<file path="src/inc/acm_map.svh">
// register map, bit positions and port addresses of the attribute mapper
`ifndef ACM_MAP_SVH
`define ACM_MAP_SVH

`define ACM_PORT_ADDR_WR    16'h03c0
`define ACM_PORT_DATA_RD    16'h03c1
`define ACM_PORT_STAT_MONO  16'h03ba
`define ACM_PORT_STAT_COLOR 16'h03da

`define ACM_IDX_PAL_LAST    5'h0f
`define ACM_IDX_MODE        5'h10
`define ACM_IDX_BORDER      5'h11
`define ACM_IDX_PLANE       5'h12
`define ACM_IDX_PAN         5'h13
`define ACM_IDX_CSEL        5'h14

`define ACM_IDXREG_SRC_BIT  5
`define ACM_IDXREG_PTR_W    5

`define ACM_MODE_UPSEL_BIT  7
`define ACM_MODE_PWIDTH_BIT 6
`define ACM_MODE_PANCMP_BIT 5
`define ACM_MODE_BLINK_BIT  3
`define ACM_MODE_LGFX_BIT   2
`define ACM_MODE_MONO_BIT   1
`define ACM_MODE_GFX_BIT    0
`define ACM_MODE_RW_MASK    8'hef

`define ACM_PAL_W           6
`define ACM_PAL_DEPTH       16
`define ACM_PLANE_RW_MASK   8'h3f
`define ACM_PAN_RW_MASK     8'h0f
`define ACM_CSEL_RW_MASK    8'h0f

`define ACM_LGFX_FIRST      8'hc0
`define ACM_LGFX_LAST       8'hdf
`define ACM_PAN_NINE_WRAP   4'h8
`define ACM_PAN_MAX_CODE    4'h7

`endif

</file>
<file path="src/inc/acm_pkg.sv">
// types shared by the attribute mapper modules
package acm_pkg;

	typedef enum logic {
		ACM_SEL_INDEX,
		ACM_SEL_DATA
	} acm_flip_t;

	typedef struct packed {
		logic       valid;
		logic [7:0] attr;
		logic [7:0] char_code;
		logic       fg_dot;
		logic       prev_dot;
		logic       ninth_col;
		logic       border;
	} acm_pixel_t;

	typedef struct packed {
		logic upper_color_source_sel;
		logic pixel_width_sel;
		logic pan_split_compat;
		logic reserved4;
		logic blink_enable;
		logic line_gfx_enable;
		logic mono_emulation;
		logic all_points_graphics;
	} acm_mode_t;

endpackage : acm_pkg

</file>
<file path="src/design/acm_pan_shift.sv">
// horizontal pan amount with split-screen reset
`timescale 1ns/1ps

`include "acm_map.svh"

module acm_pan_shift (
	input  wire logic       clock,
	input  wire logic       reset_n,
	input  wire logic [3:0] pan_value,
	input  wire logic       nine_dot,
	input  wire logic       pixel_width_sel,
	input  wire logic       pan_split_compat,
	input  wire logic       line_compare_hit,
	input  wire logic       vsync,
	output logic      [3:0] pan_amount
);

	logic       pan_forced_reg;
	logic [3:0] shift_next;

	// RL12 split forces zero
	always_ff @(posedge clock or negedge reset_n) begin
		if (!reset_n) begin
			pan_forced_reg <= 1'b0;
		end else if (pan_split_compat && line_compare_hit) begin
			pan_forced_reg <= 1'b1;
		end else if (vsync || !pan_split_compat) begin
			pan_forced_reg <= 1'b0;
		end
	end

	// RL22 shift per value
	always_comb begin
		shift_next = 4'h0;
		if (pixel_width_sel) begin
			if (pan_value <= `ACM_PAN_MAX_CODE) begin
				shift_next = {1'b0, pan_value[3:1]};
			end
		end else if (nine_dot) begin
			if (pan_value <= `ACM_PAN_MAX_CODE) begin
				shift_next = pan_value + 4'h1;
			end else if (pan_value == `ACM_PAN_NINE_WRAP) begin
				shift_next = 4'h0;
			end
		end else if (pan_value <= `ACM_PAN_MAX_CODE) begin
			shift_next = pan_value;
		end
	end

	// RL21 registered amount
	always_ff @(posedge clock or negedge reset_n) begin
		if (!reset_n) begin
			pan_amount <= 4'h0;
		end else if (pan_forced_reg) begin
			pan_amount <= 4'h0;
		end else begin
			pan_amount <= shift_next;
		end
	end

endmodule : acm_pan_shift

</file>
<file path="src/design/acm_attr_mapper.sv">
// attribute colour mapper: host port, palette and pixel path
// Functional notes
// RL1: source bit 0 gives host palette access
// RL2: source bit 1 lets pixels address palette
// RL3: index low five bits select data register
// RL4: internal toggle picks index or data
// RL5: status port read clears the toggle
// RL6: each shared port write flips toggle
// RL7: data read-back leaves toggle unchanged
// RL8: sixteen six-bit entries map colour out
// RL9: host changes palette in vertical retrace
// RL10: mode bit 7 picks upper colour source
// RL11: pixel width bit passes full 8-bit
// RL12: split match zeroes pan until vsync
// RL13: mode bit 3 blink or intensity
// RL14: ninth dot copies eighth for line graphics
// RL15: mode bit 1 selects mono emulation
// RL16: mode bit 0 selects text or graphics
// RL17: border register colours border area
// RL18: border one column, not narrow modes (code still shows it in narrow mode when mode bit 6 is set)
// RL19: plane enable bits gate colour planes
// RL20: plane bits 5:4 choose status pair
// RL21: four-bit pan register shifts left
// RL22: pan value to pixel shift table
// RL23: written on shared port, read separately
// RL24: colour select bits 3:2 top colour
// RL25: host disables interrupts around access
// RL26: reset to index state, reserved read zero
`timescale 1ns/1ps

`include "acm_map.svh"

module acm_attr_mapper #(
	parameter int PAL_DEPTH = `ACM_PAL_DEPTH,
	parameter int PAL_W     = `ACM_PAL_W
) (
	input  wire logic               clock,
	input  wire logic               reset_n,
	input  wire logic [15:0]        io_addr,
	input  wire logic               io_wr,
	input  wire logic               io_read_cycle,
	input  wire logic [7:0]         io_wdata,
	output logic      [7:0]         io_rdata,
	input  wire acm_pkg::acm_pixel_t pix_in,
	input  wire logic               blink_phase,
	input  wire logic               narrow_mode,
	input  wire logic               nine_dot,
	input  wire logic               line_compare_hit,
	input  wire logic               vsync,
	output logic      [7:0]         dac_color,
	output logic                    dac_valid,
	output logic      [1:0]         status_color_mux,
	output logic      [3:0]         pan_amount,
	output logic                    mono_emulation,
	output logic                    all_points_graphics,
	output logic                    index_selected
);

	acm_pkg::acm_flip_t flip_reg;
	logic [7:0]         index_reg;
	logic [PAL_W-1:0]   palette_entries [PAL_DEPTH];
	acm_pkg::acm_mode_t attr_mode_control;
	logic [7:0]         border_color;
	logic [7:0]         plane_enable;
	logic [7:0]         horizontal_pan;
	logic [7:0]         color_select;

	logic               wr_shared;
	logic               rd_index;
	logic               rd_data;
	logic               rd_status;
	logic               wr_data;
	logic [4:0]         ptr;
	logic               idx_phase;
	logic               pal_source;
	logic [7:0]         rdata_next;
	logic [3:0]         text_idx;
	logic [3:0]         pal_idx;
	logic [7:0]         color_next;
	logic [7:0]         dac_color_reg;
	logic               dac_valid_reg;
	logic [1:0]         status_reg;
	logic [7:0]         io_rdata_reg;
	logic               show_border;
	logic               is_lgfx;
	logic               dot;
	logic [3:0]         fg_nib;
	logic [3:0]         bg_nib;

	function automatic logic [7:0] assemble(
		input logic [PAL_W-1:0] entry,
		input logic [7:0]       csel,
		input logic             upsel
	);
		logic [7:0] result;
		result = {csel[3:2], entry[5:4], entry[3:0]};
		if (upsel) begin
			result[5:4] = csel[1:0];
		end
		return result;
	endfunction : assemble

	// exact match of a host port address
	function automatic logic port_hit(
		input logic [15:0] addr,
		input logic [15:0] port
	);
		return addr == port;
	endfunction : port_hit

	// pointer inside the palette window
	function automatic logic in_palette(
		input logic [4:0] p
	);
		return p <= `ACM_IDX_PAL_LAST;
	endfunction : in_palette

	// keep only the implemented bits of a data write
	function automatic logic [7:0] masked(
		input logic [7:0] data,
		input logic [7:0] mask
	);
		return data & mask;
	endfunction : masked

	// toggle state after a shared port write
	function automatic acm_pkg::acm_flip_t flip_next(
		input acm_pkg::acm_flip_t cur
	);
		return (cur == acm_pkg::ACM_SEL_INDEX) ?
			acm_pkg::ACM_SEL_DATA : acm_pkg::ACM_SEL_INDEX;
	endfunction : flip_next

	assign wr_shared = io_wr && port_hit(io_addr, `ACM_PORT_ADDR_WR);
	assign rd_index  = io_read_cycle && port_hit(io_addr, `ACM_PORT_ADDR_WR);
	assign rd_data   = io_read_cycle && port_hit(io_addr, `ACM_PORT_DATA_RD);
	assign rd_status = io_read_cycle &&
		(port_hit(io_addr, `ACM_PORT_STAT_MONO) ||
		 port_hit(io_addr, `ACM_PORT_STAT_COLOR));
	assign idx_phase = (flip_reg == acm_pkg::ACM_SEL_INDEX);
	assign wr_data   = wr_shared && !idx_phase;
	// RL3 pointer field
	assign ptr        = index_reg[`ACM_IDXREG_PTR_W-1:0];
	assign pal_source = index_reg[`ACM_IDXREG_SRC_BIT];

	// RL4 internal flip-flop
	always_ff @(posedge clock or negedge reset_n) begin
		if (!reset_n) begin
			// RL26 reset to index
			flip_reg <= acm_pkg::ACM_SEL_INDEX;
		end else if (rd_status) begin
			// RL5 status read clears
			flip_reg <= acm_pkg::ACM_SEL_INDEX;
		end else if (wr_shared) begin
			// RL6 toggle every write
			flip_reg <= flip_next(flip_reg);
		end
		// RL7 data reads do not toggle
	end

	always_ff @(posedge clock or negedge reset_n) begin
		if (!reset_n) begin
			index_reg <= 8'h00;
		end else if (wr_shared && idx_phase) begin
			// RL26 reserved bits held zero
			index_reg <= {2'b00, io_wdata[5:0]};
		end
	end

	// RL1 host loads palette
	always_ff @(posedge clock) begin
		if (wr_data && in_palette(ptr)) begin
			palette_entries[ptr[3:0]] <= io_wdata[PAL_W-1:0];
		end
	end

	// RL23 shared port writes
	always_ff @(posedge clock or negedge reset_n) begin
		if (!reset_n) begin
			attr_mode_control <= '0;
			border_color      <= 8'h00;
			plane_enable      <= 8'h00;
			horizontal_pan    <= 8'h00;
			color_select      <= 8'h00;
		end else if (wr_data) begin
			case (ptr)
				`ACM_IDX_MODE: begin
					attr_mode_control <= masked(io_wdata, `ACM_MODE_RW_MASK);
				end
				`ACM_IDX_BORDER: begin
					border_color <= io_wdata;
				end
				`ACM_IDX_PLANE: begin
					plane_enable <= masked(io_wdata, `ACM_PLANE_RW_MASK);
				end
				`ACM_IDX_PAN: begin
					horizontal_pan <= masked(io_wdata, `ACM_PAN_RW_MASK);
				end
				`ACM_IDX_CSEL: begin
					color_select <= masked(io_wdata, `ACM_CSEL_RW_MASK);
				end
				default: begin
				end
			endcase
		end
	end

	// RL23 read-back mux
	always_comb begin
		rdata_next = 8'h00;
		if (rd_index) begin
			rdata_next = index_reg;
		end else if (rd_data) begin
			if (in_palette(ptr)) begin
				rdata_next = {2'b00, palette_entries[ptr[3:0]]};
			end else begin
				case (ptr)
					`ACM_IDX_MODE:   rdata_next = attr_mode_control;
					`ACM_IDX_BORDER: rdata_next = border_color;
					`ACM_IDX_PLANE:  rdata_next = plane_enable;
					`ACM_IDX_PAN:    rdata_next = horizontal_pan;
					`ACM_IDX_CSEL:   rdata_next = color_select;
					default:         rdata_next = 8'h00;
				endcase
			end
		end
	end

	always_ff @(posedge clock or negedge reset_n) begin
		if (!reset_n) begin
			io_rdata_reg <= 8'h00;
		end else if (rd_index || rd_data) begin
			io_rdata_reg <= rdata_next;
		end
	end

	// text attribute split with blink or intensity
	always_comb begin
		fg_nib = pix_in.attr[3:0];
		bg_nib = pix_in.attr[7:4];
		// RL13 top bit usage
		if (attr_mode_control.blink_enable) begin
			bg_nib[3] = 1'b0;
			if (pix_in.attr[7] && blink_phase) begin
				fg_nib = bg_nib;
			end
		end
	end

	// RL14 line graphics ninth dot
	assign is_lgfx = (pix_in.char_code >= `ACM_LGFX_FIRST) &&
		(pix_in.char_code <= `ACM_LGFX_LAST);

	always_comb begin
		dot = pix_in.fg_dot;
		if (pix_in.ninth_col) begin
			dot = (attr_mode_control.line_gfx_enable && is_lgfx) ?
				pix_in.prev_dot : 1'b0;
		end
	end

	// RL16 text or graphics source
	always_comb begin
		text_idx = dot ? fg_nib : bg_nib;
		if (attr_mode_control.all_points_graphics) begin
			text_idx = pix_in.attr[3:0];
			if (attr_mode_control.blink_enable && blink_phase) begin
				text_idx[3] = 1'b0;
			end
		end
		// RL19 plane gating
		pal_idx = text_idx & plane_enable[3:0];
	end

	// RL18 border band suppression
	assign show_border = pix_in.border &&
		(!narrow_mode || attr_mode_control.pixel_width_sel);

	always_comb begin
		color_next = 8'h00;
		if (pix_in.border) begin
			// RL17 border colour
			color_next = show_border ? border_color : 8'h00;
		end else if (!pal_source) begin
			// RL1 host owns palette
			color_next = border_color;
		end else if (attr_mode_control.pixel_width_sel) begin
			// RL11 full 8-bit pixel
			color_next = pix_in.attr;
		end else begin
			// RL2 RL8 RL10 RL24 palette path
			color_next = assemble(palette_entries[pal_idx], color_select,
				attr_mode_control.upper_color_source_sel);
		end
	end

	always_ff @(posedge clock or negedge reset_n) begin
		if (!reset_n) begin
			dac_color_reg <= 8'h00;
			dac_valid_reg <= 1'b0;
		end else begin
			dac_valid_reg <= pix_in.valid;
			if (pix_in.valid) begin
				dac_color_reg <= color_next;
			end
		end
	end

	// RL20 status pair select
	always_ff @(posedge clock or negedge reset_n) begin
		if (!reset_n) begin
			status_reg <= 2'b00;
		end else if (pix_in.valid) begin
			case (plane_enable[5:4])
				2'b00:   status_reg <= {color_next[2], color_next[0]};
				2'b01:   status_reg <= {color_next[5], color_next[4]};
				2'b10:   status_reg <= {color_next[3], color_next[1]};
				default: status_reg <= {color_next[7], color_next[6]};
			endcase
		end
	end

	// RL21 RL12 pan amount
	acm_pan_shift u_pan (
		.clock            (clock),
		.reset_n          (reset_n),
		.pan_value        (horizontal_pan[3:0]),
		.nine_dot         (nine_dot),
		.pixel_width_sel  (attr_mode_control.pixel_width_sel),
		.pan_split_compat (attr_mode_control.pan_split_compat),
		.line_compare_hit (line_compare_hit),
		.vsync            (vsync),
		.pan_amount       (pan_amount)
	);

	assign io_rdata            = io_rdata_reg;
	assign dac_color           = dac_color_reg;
	assign dac_valid           = dac_valid_reg;
	assign status_color_mux    = status_reg;
	// RL15 mono emulation flag
	assign mono_emulation      = attr_mode_control.mono_emulation;
	assign all_points_graphics = attr_mode_control.all_points_graphics;
	assign index_selected      = idx_phase;

endmodule : acm_attr_mapper

</file>
<file path="config.mk">
export PLATFORM = sky130hd
export DESIGN_NAME = acm_attr_mapper
export DESIGN_NICKNAME = d
export VERILOG_FILES = /design/src/inc/acm_pkg.sv /design/src/design/acm_pan_shift.sv /design/src/design/acm_attr_mapper.sv
export VERILOG_INCLUDE_DIRS = /design/src /design/src/inc
export SDC_FILE = /design/constraint.sdc
export NUM_CORES = 1
export LEC_CHECK = 0
export BUFFER_PORTS_ARGS = -buffer_cell sky130_fd_sc_hd__buf_2
export CORE_ASPECT_RATIO = 1.25
export CORE_UTILIZATION = 56
export DETAILED_ROUTE_END_ITERATION = 6
export PLACE_DENSITY_LB_ADDON = 0.08
export SLEW_MARGIN = 0
export SYNTH_ARGS = -nofsm -noshare
export SYNTH_HDL_FRONTEND = slang
export SYNTH_SLANG_ARGS = --single-unit
</file>
<file path="constraint.sdc">
create_clock -name clock -period 4.1 [get_ports clock]
set_clock_uncertainty 0.15 [all_clocks]
set_input_delay 0.82 -clock clock [delete_from_list [all_inputs] [get_ports clock]]
set_output_delay 0.82 -clock clock [all_outputs]
set_load 0.03 [all_outputs]
</file>
# Yosys cells after proc, flatten, opt, wreduce, memory -nomap -nowiden

Memory sizes are Yosys's and may differ from the RTL's.
Cells that the tools add are included.

Register bits: 60
Memory bits (writable): 96
Input bits: 54
Output and inout port bits: 26
Word-level logic and storage cells: 96
Memories kept: 1

$add $sub $neg: 1
$lt $le $gt $ge: 4
Eq/ne operators: 11
Mux-type cells: 31
Bitwise gates (word level): 2
Reduce and logical (&&, ||, !) cells: 27

Memories:

| memory          | words | width | read ports | clocked after Yosys merged registers in | wr ports | line                  | source |
|---|---|---|---|---|---|---|---|
| palette_entries | 16    | 6     | 2          | 0                                       | 1        | acm_attr_mapper.sv:61 | `logic [PAL_W-1:0] palette_entries [PAL_DEPTH];` |

Operator list:

| kind                 | count |
|---|---|
| $eq 16x10->1 const B | 4 |
| $mux 8               | 7 |
| $pmux 8 s5           | 1 |
| $mux 4               | 9 |
| $eq 5x5->1 const B   | 5 |
| $logic_and 1x1->1    | 13 |
| $mux 1               | 11 |
| $reduce_and 2->1     | 5 |
| $ge 8x8->1 const B   | 1 |
| $le 8x8->1 const B   | 1 |
| $pmux 2 s3           | 1 |
| $le 5x4->1 const B   | 1 |
| $add 4x1->4 const B  | 1 |
| $and 4x4->4          | 1 |
| $le 4x3->1 const B   | 1 |
| $logic_or 1x1->1     | 4 |
| $reduce_bool 2->1    | 2 |
| $mux 3               | 1 |
| $eq 2x1->1 const B   | 1 |
| $eq 2x2->1 const B   | 1 |
| $logic_not 1->1      | 2 |
| $logic_not 2->1      | 1 |
| $mux 2               | 1 |
| $not 1->1            | 1 |

# Longest topological paths before layout

An unclocked memory read counts as a cell.

Depth after elaboration: 14
Gate-level depth with buffers: 13
Gate-level depth less buffers: 10

# Modules after synthesis

Synthesis repeated with hierarchy kept, for this count alone.

Cell total of the unflattened synthesis: 639
Area total of the unflattened synthesis: 7876.3 um^2

Modules (own cells, without submodules):

| module          | instances | cells each | area each (um^2) | seq. area each (um^2) |
|---|---|---|---|---|
| acm_attr_mapper | 1         | 618        | 7621.1           | 4259.1 |
| acm_pan_shift   | 1         | 21         | 255.2            | 125.1 |

# Worst setup path before layout

No wires, ideal clock.

Path type: input-to-reg
From: input io_addr[11]
To: memory palette_entries[3][0] in the netlist's numbering (enable)
Setup time: 0.377 ns
Data arrival time: 2.916 ns
Data required time: 3.573 ns
Slack: 0.657 ns
Stages on the path: 9
Path buffers: 0
Cell sequence: or4_1 -> nor4_1 -> and3_1 -> nand3_1 -> inv_1 -> nand2_1 -> nor2_1 -> nand3_1 -> nor3_1

Cells in the longest elaborated chain, start to end: 6

Ends and longest elaborated chain:

| element                      | line                   | source |
|---|---|---|
| start, declared              | acm_attr_mapper.sv:39  | `input wire logic [15:0] io_addr,` |
| $eq 16x10->1                 | acm_attr_mapper.sv:108 | `return addr == port;` |
| $logic_and 1x1->1            | acm_attr_mapper.sv:134 | `` assign wr_shared = io_wr && port_hit(io_addr, `ACM_PORT_ADDR_WR); `` |
| $logic_and 1x1->1            | acm_attr_mapper.sv:141 | `assign wr_data = wr_shared && !idx_phase;` |
| $logic_and 1x1->1            | acm_attr_mapper.sv:172 | `if (wr_data && in_palette(ptr)) begin` |
| $mux 1                       | acm_attr_mapper.sv:172 |  |
| $mux 1 (implied by the code) | acm_attr_mapper.sv:173 | `palette_entries[ptr[3:0]] <= io_wdata[PAL_W-1:0];` |
| end, declared                | acm_attr_mapper.sv:61  |  |

Every way passes these cells.

# Final worst setup path

From: input pix_in[1] in the netlist's numbering
To: register status_reg[0] (netlist: status_color_mux[0])

Cells in the longest elaborated chain, start to end: 10

Ends and longest elaborated chain:

| element              | line                   | source |
|---|---|---|
| start, declared      | acm_attr_mapper.sv:44  | `input wire acm_pkg::acm_pixel_t pix_in,` |
| $mux 1 *             | acm_attr_mapper.sv:256 | `if (pix_in.ninth_col) begin` |
| $mux 4 *             | acm_attr_mapper.sv:264 | `text_idx = dot ? fg_nib : bg_nib;` |
| $mux 4 *             | acm_attr_mapper.sv:265 | `if (attr_mode_control.all_points_graphics) begin` |
| $and 4x4->4 *        | acm_attr_mapper.sv:272 | `pal_idx = text_idx & plane_enable[3:0];` |
| $mem_v2 16x6 *       | n/a                    |  |
| $mux 2               | acm_attr_mapper.sv:97  | `if (upsel) begin` |
| $mux 8 *             | acm_attr_mapper.sv:287 | `end else if (attr_mode_control.pixel_width_sel) begin` |
| $mux 8 *             | acm_attr_mapper.sv:284 | `end else if (!pal_source) begin` |
| $mux 8 *             | acm_attr_mapper.sv:281 | `if (pix_in.border) begin` |
| $pmux 2 s3 *         | acm_attr_mapper.sv:314 | `case (plane_enable[5:4])` |
| end signal, assigned | acm_attr_mapper.sv:315 | `2'b00: status_reg <= {color_next[2], color_next[0]};` |
| end signal, assigned | acm_attr_mapper.sv:316 | `2'b01: status_reg <= {color_next[5], color_next[4]};` |
| end signal, assigned | acm_attr_mapper.sv:317 | `2'b10: status_reg <= {color_next[3], color_next[1]};` |
| end, declared        | acm_attr_mapper.sv:82  | `logic [1:0] status_reg;` |

Mark *: on every way between the ends. The rest lies on a longest branch, timed or not.
A chain may end at the register's enable or synchronous reset.

==> impl_results.html <==
<table>
<tr><th>Metric</th><th>Value</th></tr>
<tr><th colspan="2">Run status</th></tr>
<tr><td>Result of the run</td><td>finished clean</td></tr>
<tr><th colspan="2">Global routing</th></tr>
<tr><td>Overflow left after global routing</td><td>0</td></tr>
<tr><td>Number of antenna violations at the first check in global routing</td><td>0</td></tr>
<tr><td>Via count of the first global-routing pass</td><td>6,090</td></tr>
<tr><td>GRT Overall Usage</td><td>33.3%</td></tr>
<tr><td>First-pass GRT wire length</td><td>34,400 um</td></tr>
<tr><td>Largest net degree at the start of global routing</td><td>48</td></tr>
<tr><th colspan="2">Detailed routing</th></tr>
<tr><td>Antenna violation net count after detailed routing</td><td>0</td></tr>
<tr><td>Post-Route WL</td><td>22,400 um</td></tr>
<tr><td>Iteration-0 DRC Markers</td><td>689</td></tr>
<tr><td>Total DRC errors in the routed layout</td><td>0</td></tr>
<tr><td>Total via count in the routed design</td><td>6,126</td></tr>
<tr><td>Number of vias per cell after detailed routing</td><td>6.59</td></tr>
<tr><td>Number of detailed-route iterations in the first pass</td><td>5</td></tr>
<tr><td>Final routed wire length divided by cell count</td><td>24.1 um</td></tr>
<tr><th colspan="2">Floorplan</th></tr>
<tr><td>Number of I/O pins</td><td>80</td></tr>
<tr><td>Area inside the core boundary</td><td>0.0134 mm2</td></tr>
<tr><td>Starting Density</td><td>58.0%</td></tr>
<tr><td>Die H</td><td>134 um</td></tr>
<tr><td>Die boundary width</td><td>107 um</td></tr>
<tr><td>Die Footprint</td><td>0.0144 mm2</td></tr>
<tr><td>Total number of placement rows</td><td>47</td></tr>
<tr><th colspan="2">STA</th></tr>
<tr><td>Measured slew at the worst slew-check pin</td><td>1.08 ns</td></tr>
<tr><td>Ratio of final minimum period to clock period</td><td>85.8%</td></tr>
<tr><td>Fmax achieved</td><td>0.284 GHz</td></tr>
<tr><td>Final number of setup-violating endpoints</td><td>0</td></tr>
<tr><td>Max Transition Viols Final</td><td>0</td></tr>
<tr><td>TNS Setup</td><td>0 ns</td></tr>
<tr><td>Setup repair after global routing missed its margin</td><td>false</td></tr>
<tr><td>Final Critical Period</td><td>3.52 ns</td></tr>
<tr><td>Count of endpoints failing hold in the final timing report</td><td>0</td></tr>
<tr><td>Worst slew slack as a fraction of its limit</td><td>28.3%</td></tr>
<tr><th colspan="2">Worst setup path</th></tr>
<tr><td>Capturing element type of the critical path</td><td>flip-flop</td></tr>
<tr><td>Critical Setup Path Class</td><td>primary input to flip-flop</td></tr>
<tr><td>Critical path launch point type</td><td>primary input</td></tr>
<tr><td>Required time of the critical path</td><td>4.26 ns</td></tr>
<tr><td>Crit-path max FO</td><td>15</td></tr>
<tr><td>Arr. time, crit path</td><td>3.68 ns</td></tr>
<tr><th colspan="2">Layout</th></tr>
<tr><td>Number of nets at the end of the flow</td><td>800</td></tr>
<tr><td>Final std cells w/o fill</td><td>929</td></tr>
<tr><td>Number of flip-flops in the largest register</td><td>96</td></tr>
<tr><td>Fraction of final layout cells sized beyond drive strength 1</td><td>29.8%</td></tr>
<tr><td>Area Overhead vs Synth</td><td>17.8%</td></tr>
<tr><td>Antenna diode count</td><td>0</td></tr>
<tr><th colspan="2">Synthesis</th></tr>
<tr><td>Synthesized-area fraction occupied by xor and xnor cells</td><td>0.450%</td></tr>
<tr><td>Number of synthesized register bits</td><td>156</td></tr>
<tr><td>Synth Area in Compound Gates</td><td>10.1%</td></tr>
<tr><td>Largest family of logic cells by synthesized area</td><td>simple AND/OR/NAND/NOR gates</td></tr>
<tr><td>Share of synthesized area spent on multiplexers</td><td>14.8%</td></tr>
<tr><td>Netlist area before placement</td><td>0.00778 mm2</td></tr>
<tr><td>Post-synthesis share of cell area spent on full adders, half adders and majority gates</td><td>0.161%</td></tr>
<tr><td>Number of distinct library cells after synthesis</td><td>61</td></tr>
<tr><td>Post-synthesis sequential area ratio</td><td>56.4%</td></tr>
<tr><td>Most frequently used flop master after synthesis</td><td>sky130_fd_sc_hd__edfxtp_1</td></tr>
<tr><td>Cells after Synth</td><td>647</td></tr>
<tr><td>Number of synthesized flops with an enable pin</td><td>96</td></tr>
<tr><td>Syn Nets</td><td>702</td></tr>
<tr><td>Area share of and/or/nand/nor cells after synthesis</td><td>15.4%</td></tr>
<tr><td>Fraction of registers with async set or reset after synthesis</td><td>38.5%</td></tr>
<tr><td>Ys Warns</td><td>0</td></tr>
<tr><td>Mean post-synth cell area</td><td>12.0 um2</td></tr>
<tr><th colspan="2">Clock tree</th></tr>
<tr><td>Clock-pin slew on the worst setup and hold paths</td><td>0.06 ns</td></tr>
<tr><td>Post-cts sizing count</td><td>0</td></tr>
<tr><td>Worst skew pair latency</td><td>0.42 ns</td></tr>
<tr><td>TritonCTS clock tree</td><td>yes</td></tr>
<tr><td>TritonCTS buffer count</td><td>17</td></tr>
<tr><td>Root buffer cell</td><td>sky130_fd_sc_hd__clkbuf_16</td></tr>
<tr><td>Clock sink count</td><td>156</td></tr>
<tr><td>Hold buffers post-CTS</td><td>0</td></tr>
<tr><td>Clk buf depth</td><td>2</td></tr>
<tr><td>Number of levels in the clock H-tree</td><td>4</td></tr>
<tr><td>Setup fix buffers added after clock tree synthesis</td><td>0</td></tr>
<tr><th colspan="2">Power</th></tr>
<tr><td>Power per cell area</td><td>370 mW/mm2</td></tr>
<tr><td>Overall power</td><td>3.39 mW</td></tr>
<tr><td>Leakage</td><td>3.62 nW</td></tr>
<tr><td>VDD IR-drop max</td><td>0.000316 V</td></tr>
<tr><th colspan="2">Placed design</th></tr>
<tr><td>Final Wtd Congestion</td><td>0.985</td></tr>
<tr><td>PortBufs</td><td>74</td></tr>
<tr><td>Post-detail-place hpwl</td><td>15,800 um</td></tr>
<tr><td>Post-placement cell count</td><td>897</td></tr>
<tr><th colspan="2">Run</th></tr>
<tr><td>Max-cap violations</td><td>0</td></tr>
<tr><th colspan="2">Min path</th></tr>
<tr><td>Path class of the lowest-slack min-delay path</td><td>flip-flop to flip-flop</td></tr>
</table>
[cells in the mapped netlist (8+ instances only)]
cell	n	area, um2
sky130_fd_sc_hd__clkbuf_1	24	90.1
sky130_fd_sc_hd__dfrtp_1	60	1500
sky130_fd_sc_hd__a31oi_1	8	50.1
sky130_fd_sc_hd__nand3_1	31	155
sky130_fd_sc_hd__mux2i_1	9	90.1
sky130_fd_sc_hd__nand2_1	123	462
sky130_fd_sc_hd__o21ai_0	15	75.1
sky130_fd_sc_hd__a21oi_1	21	105
sky130_fd_sc_hd__and3_1	9	56.3
sky130_fd_sc_hd__a311oi_1	11	96.3
sky130_fd_sc_hd__nor2_1	35	131
sky130_fd_sc_hd__mux4_2	30	676
sky130_fd_sc_hd__nor3_1	16	80.1
sky130_fd_sc_hd__a22oi_1	10	75.1
sky130_fd_sc_hd__edfxtp_1	96	2880
sky130_fd_sc_hd__nand4_1	10	62.6
sky130_fd_sc_hd__mux2_2	33	372
[metal layers]
metal	wire, um	vias to the layer above	global-route usage [%]
met5	0	-	0
met4	1280	0	21.0
met3	1810	77	6.51
met2	11100	362	54.1
met1	8190	3017	40.8
li1	-	2670	-
[area by class of cell]
cell class	count	area, um2
inverters	8	30.0
fillers	990	4250
multi-input cells	443	3180
flip-flops and latches	156	4380
well taps	171	214
clock inverters	8	106
repair buffers	119	733
clock buffers	24	509
[cells by family after synthesis]
| kind of cell | count (synthesis) |
|---|---|
| fa+ha+maj | 1 |
| compound gates | 106 |
| mux | 73 |
| flops | 156 |
| buf+inv | 48 |
| simple gates | 259 |
| xor+xnor | 4 |
[final timing paths]
check,endpoint,start,slack [ns],cells after the start
setup / recovery,status_color_mux[0],pix_in[1],0.58,13
hold / removal,io_rdata[6],io_rdata[6],0.33,2
setup reg to reg,status_color_mux[0],attr_mode_control[2],0.68,12
hold reg to reg,io_rdata[6],io_rdata[6],0.33,2
max in group asynchronous,border_color[4],reset_n,2.58,2
min in group asynchronous,attr_mode_control[3],reset_n,0.42,1
[where the power goes]
group          switching, mW  leakage (nW)  total [mW]  internal (mW)
Sequential           0.00227          1.67        1.68           1.68
Combinational         0.0745          1.64       0.106         0.0311
Clock                  0.608         0.308        1.60          0.994
[worst max-delay path: stages]
cell	delay [ns]
sky130_fd_sc_hd__buf_2	0.10
sky130_fd_sc_hd__and4b_1	0.22
sky130_fd_sc_hd__a31o_4	0.27
sky130_fd_sc_hd__a211o_1	0.33
sky130_fd_sc_hd__and2_1	0.40
sky130_fd_sc_hd__buf_4	0.30
sky130_fd_sc_hd__nand2_1	0.08
sky130_fd_sc_hd__nand3_1	0.15
sky130_fd_sc_hd__nand4_1	0.14
sky130_fd_sc_hd__a31oi_1	0.07
sky130_fd_sc_hd__buf_4	0.18
sky130_fd_sc_hd__or4_1	0.47
sky130_fd_sc_hd__o2111a_1	0.13
[metrics by stage]
stage	cell area (um2)	util, %	hold slack (ns)	worst slack, ns
floorplan	7780	-	0.316	0.657
global placement	8540	63.7	0.315	0.263
detailed placement	8540	63.7	0.318	0.235
CTS	9160	68.3	0.331	0.668
global route	9160	68.3	0.388	0.487
finish	9160	68.3	0.332	0.581
[placed cells by master, fill, tap and decap left out, drive strengths merged, types with 6 or more instances in the layout]
cell    count
a21oi      21
a22oi      10
a311oi     12
a31oi       8
and3        9
buf       119
clkbuf     24
clkinv      6
dfrtp      60
edfxtp     96
inv         8
mux2       34
mux2i       9
mux4       30
nand2     123
nand2b      7
nand3      31
nand4      10
nor2       35
nor3       16
nor4        6
o21ai      15
Power figures use the tool's default switching activity.
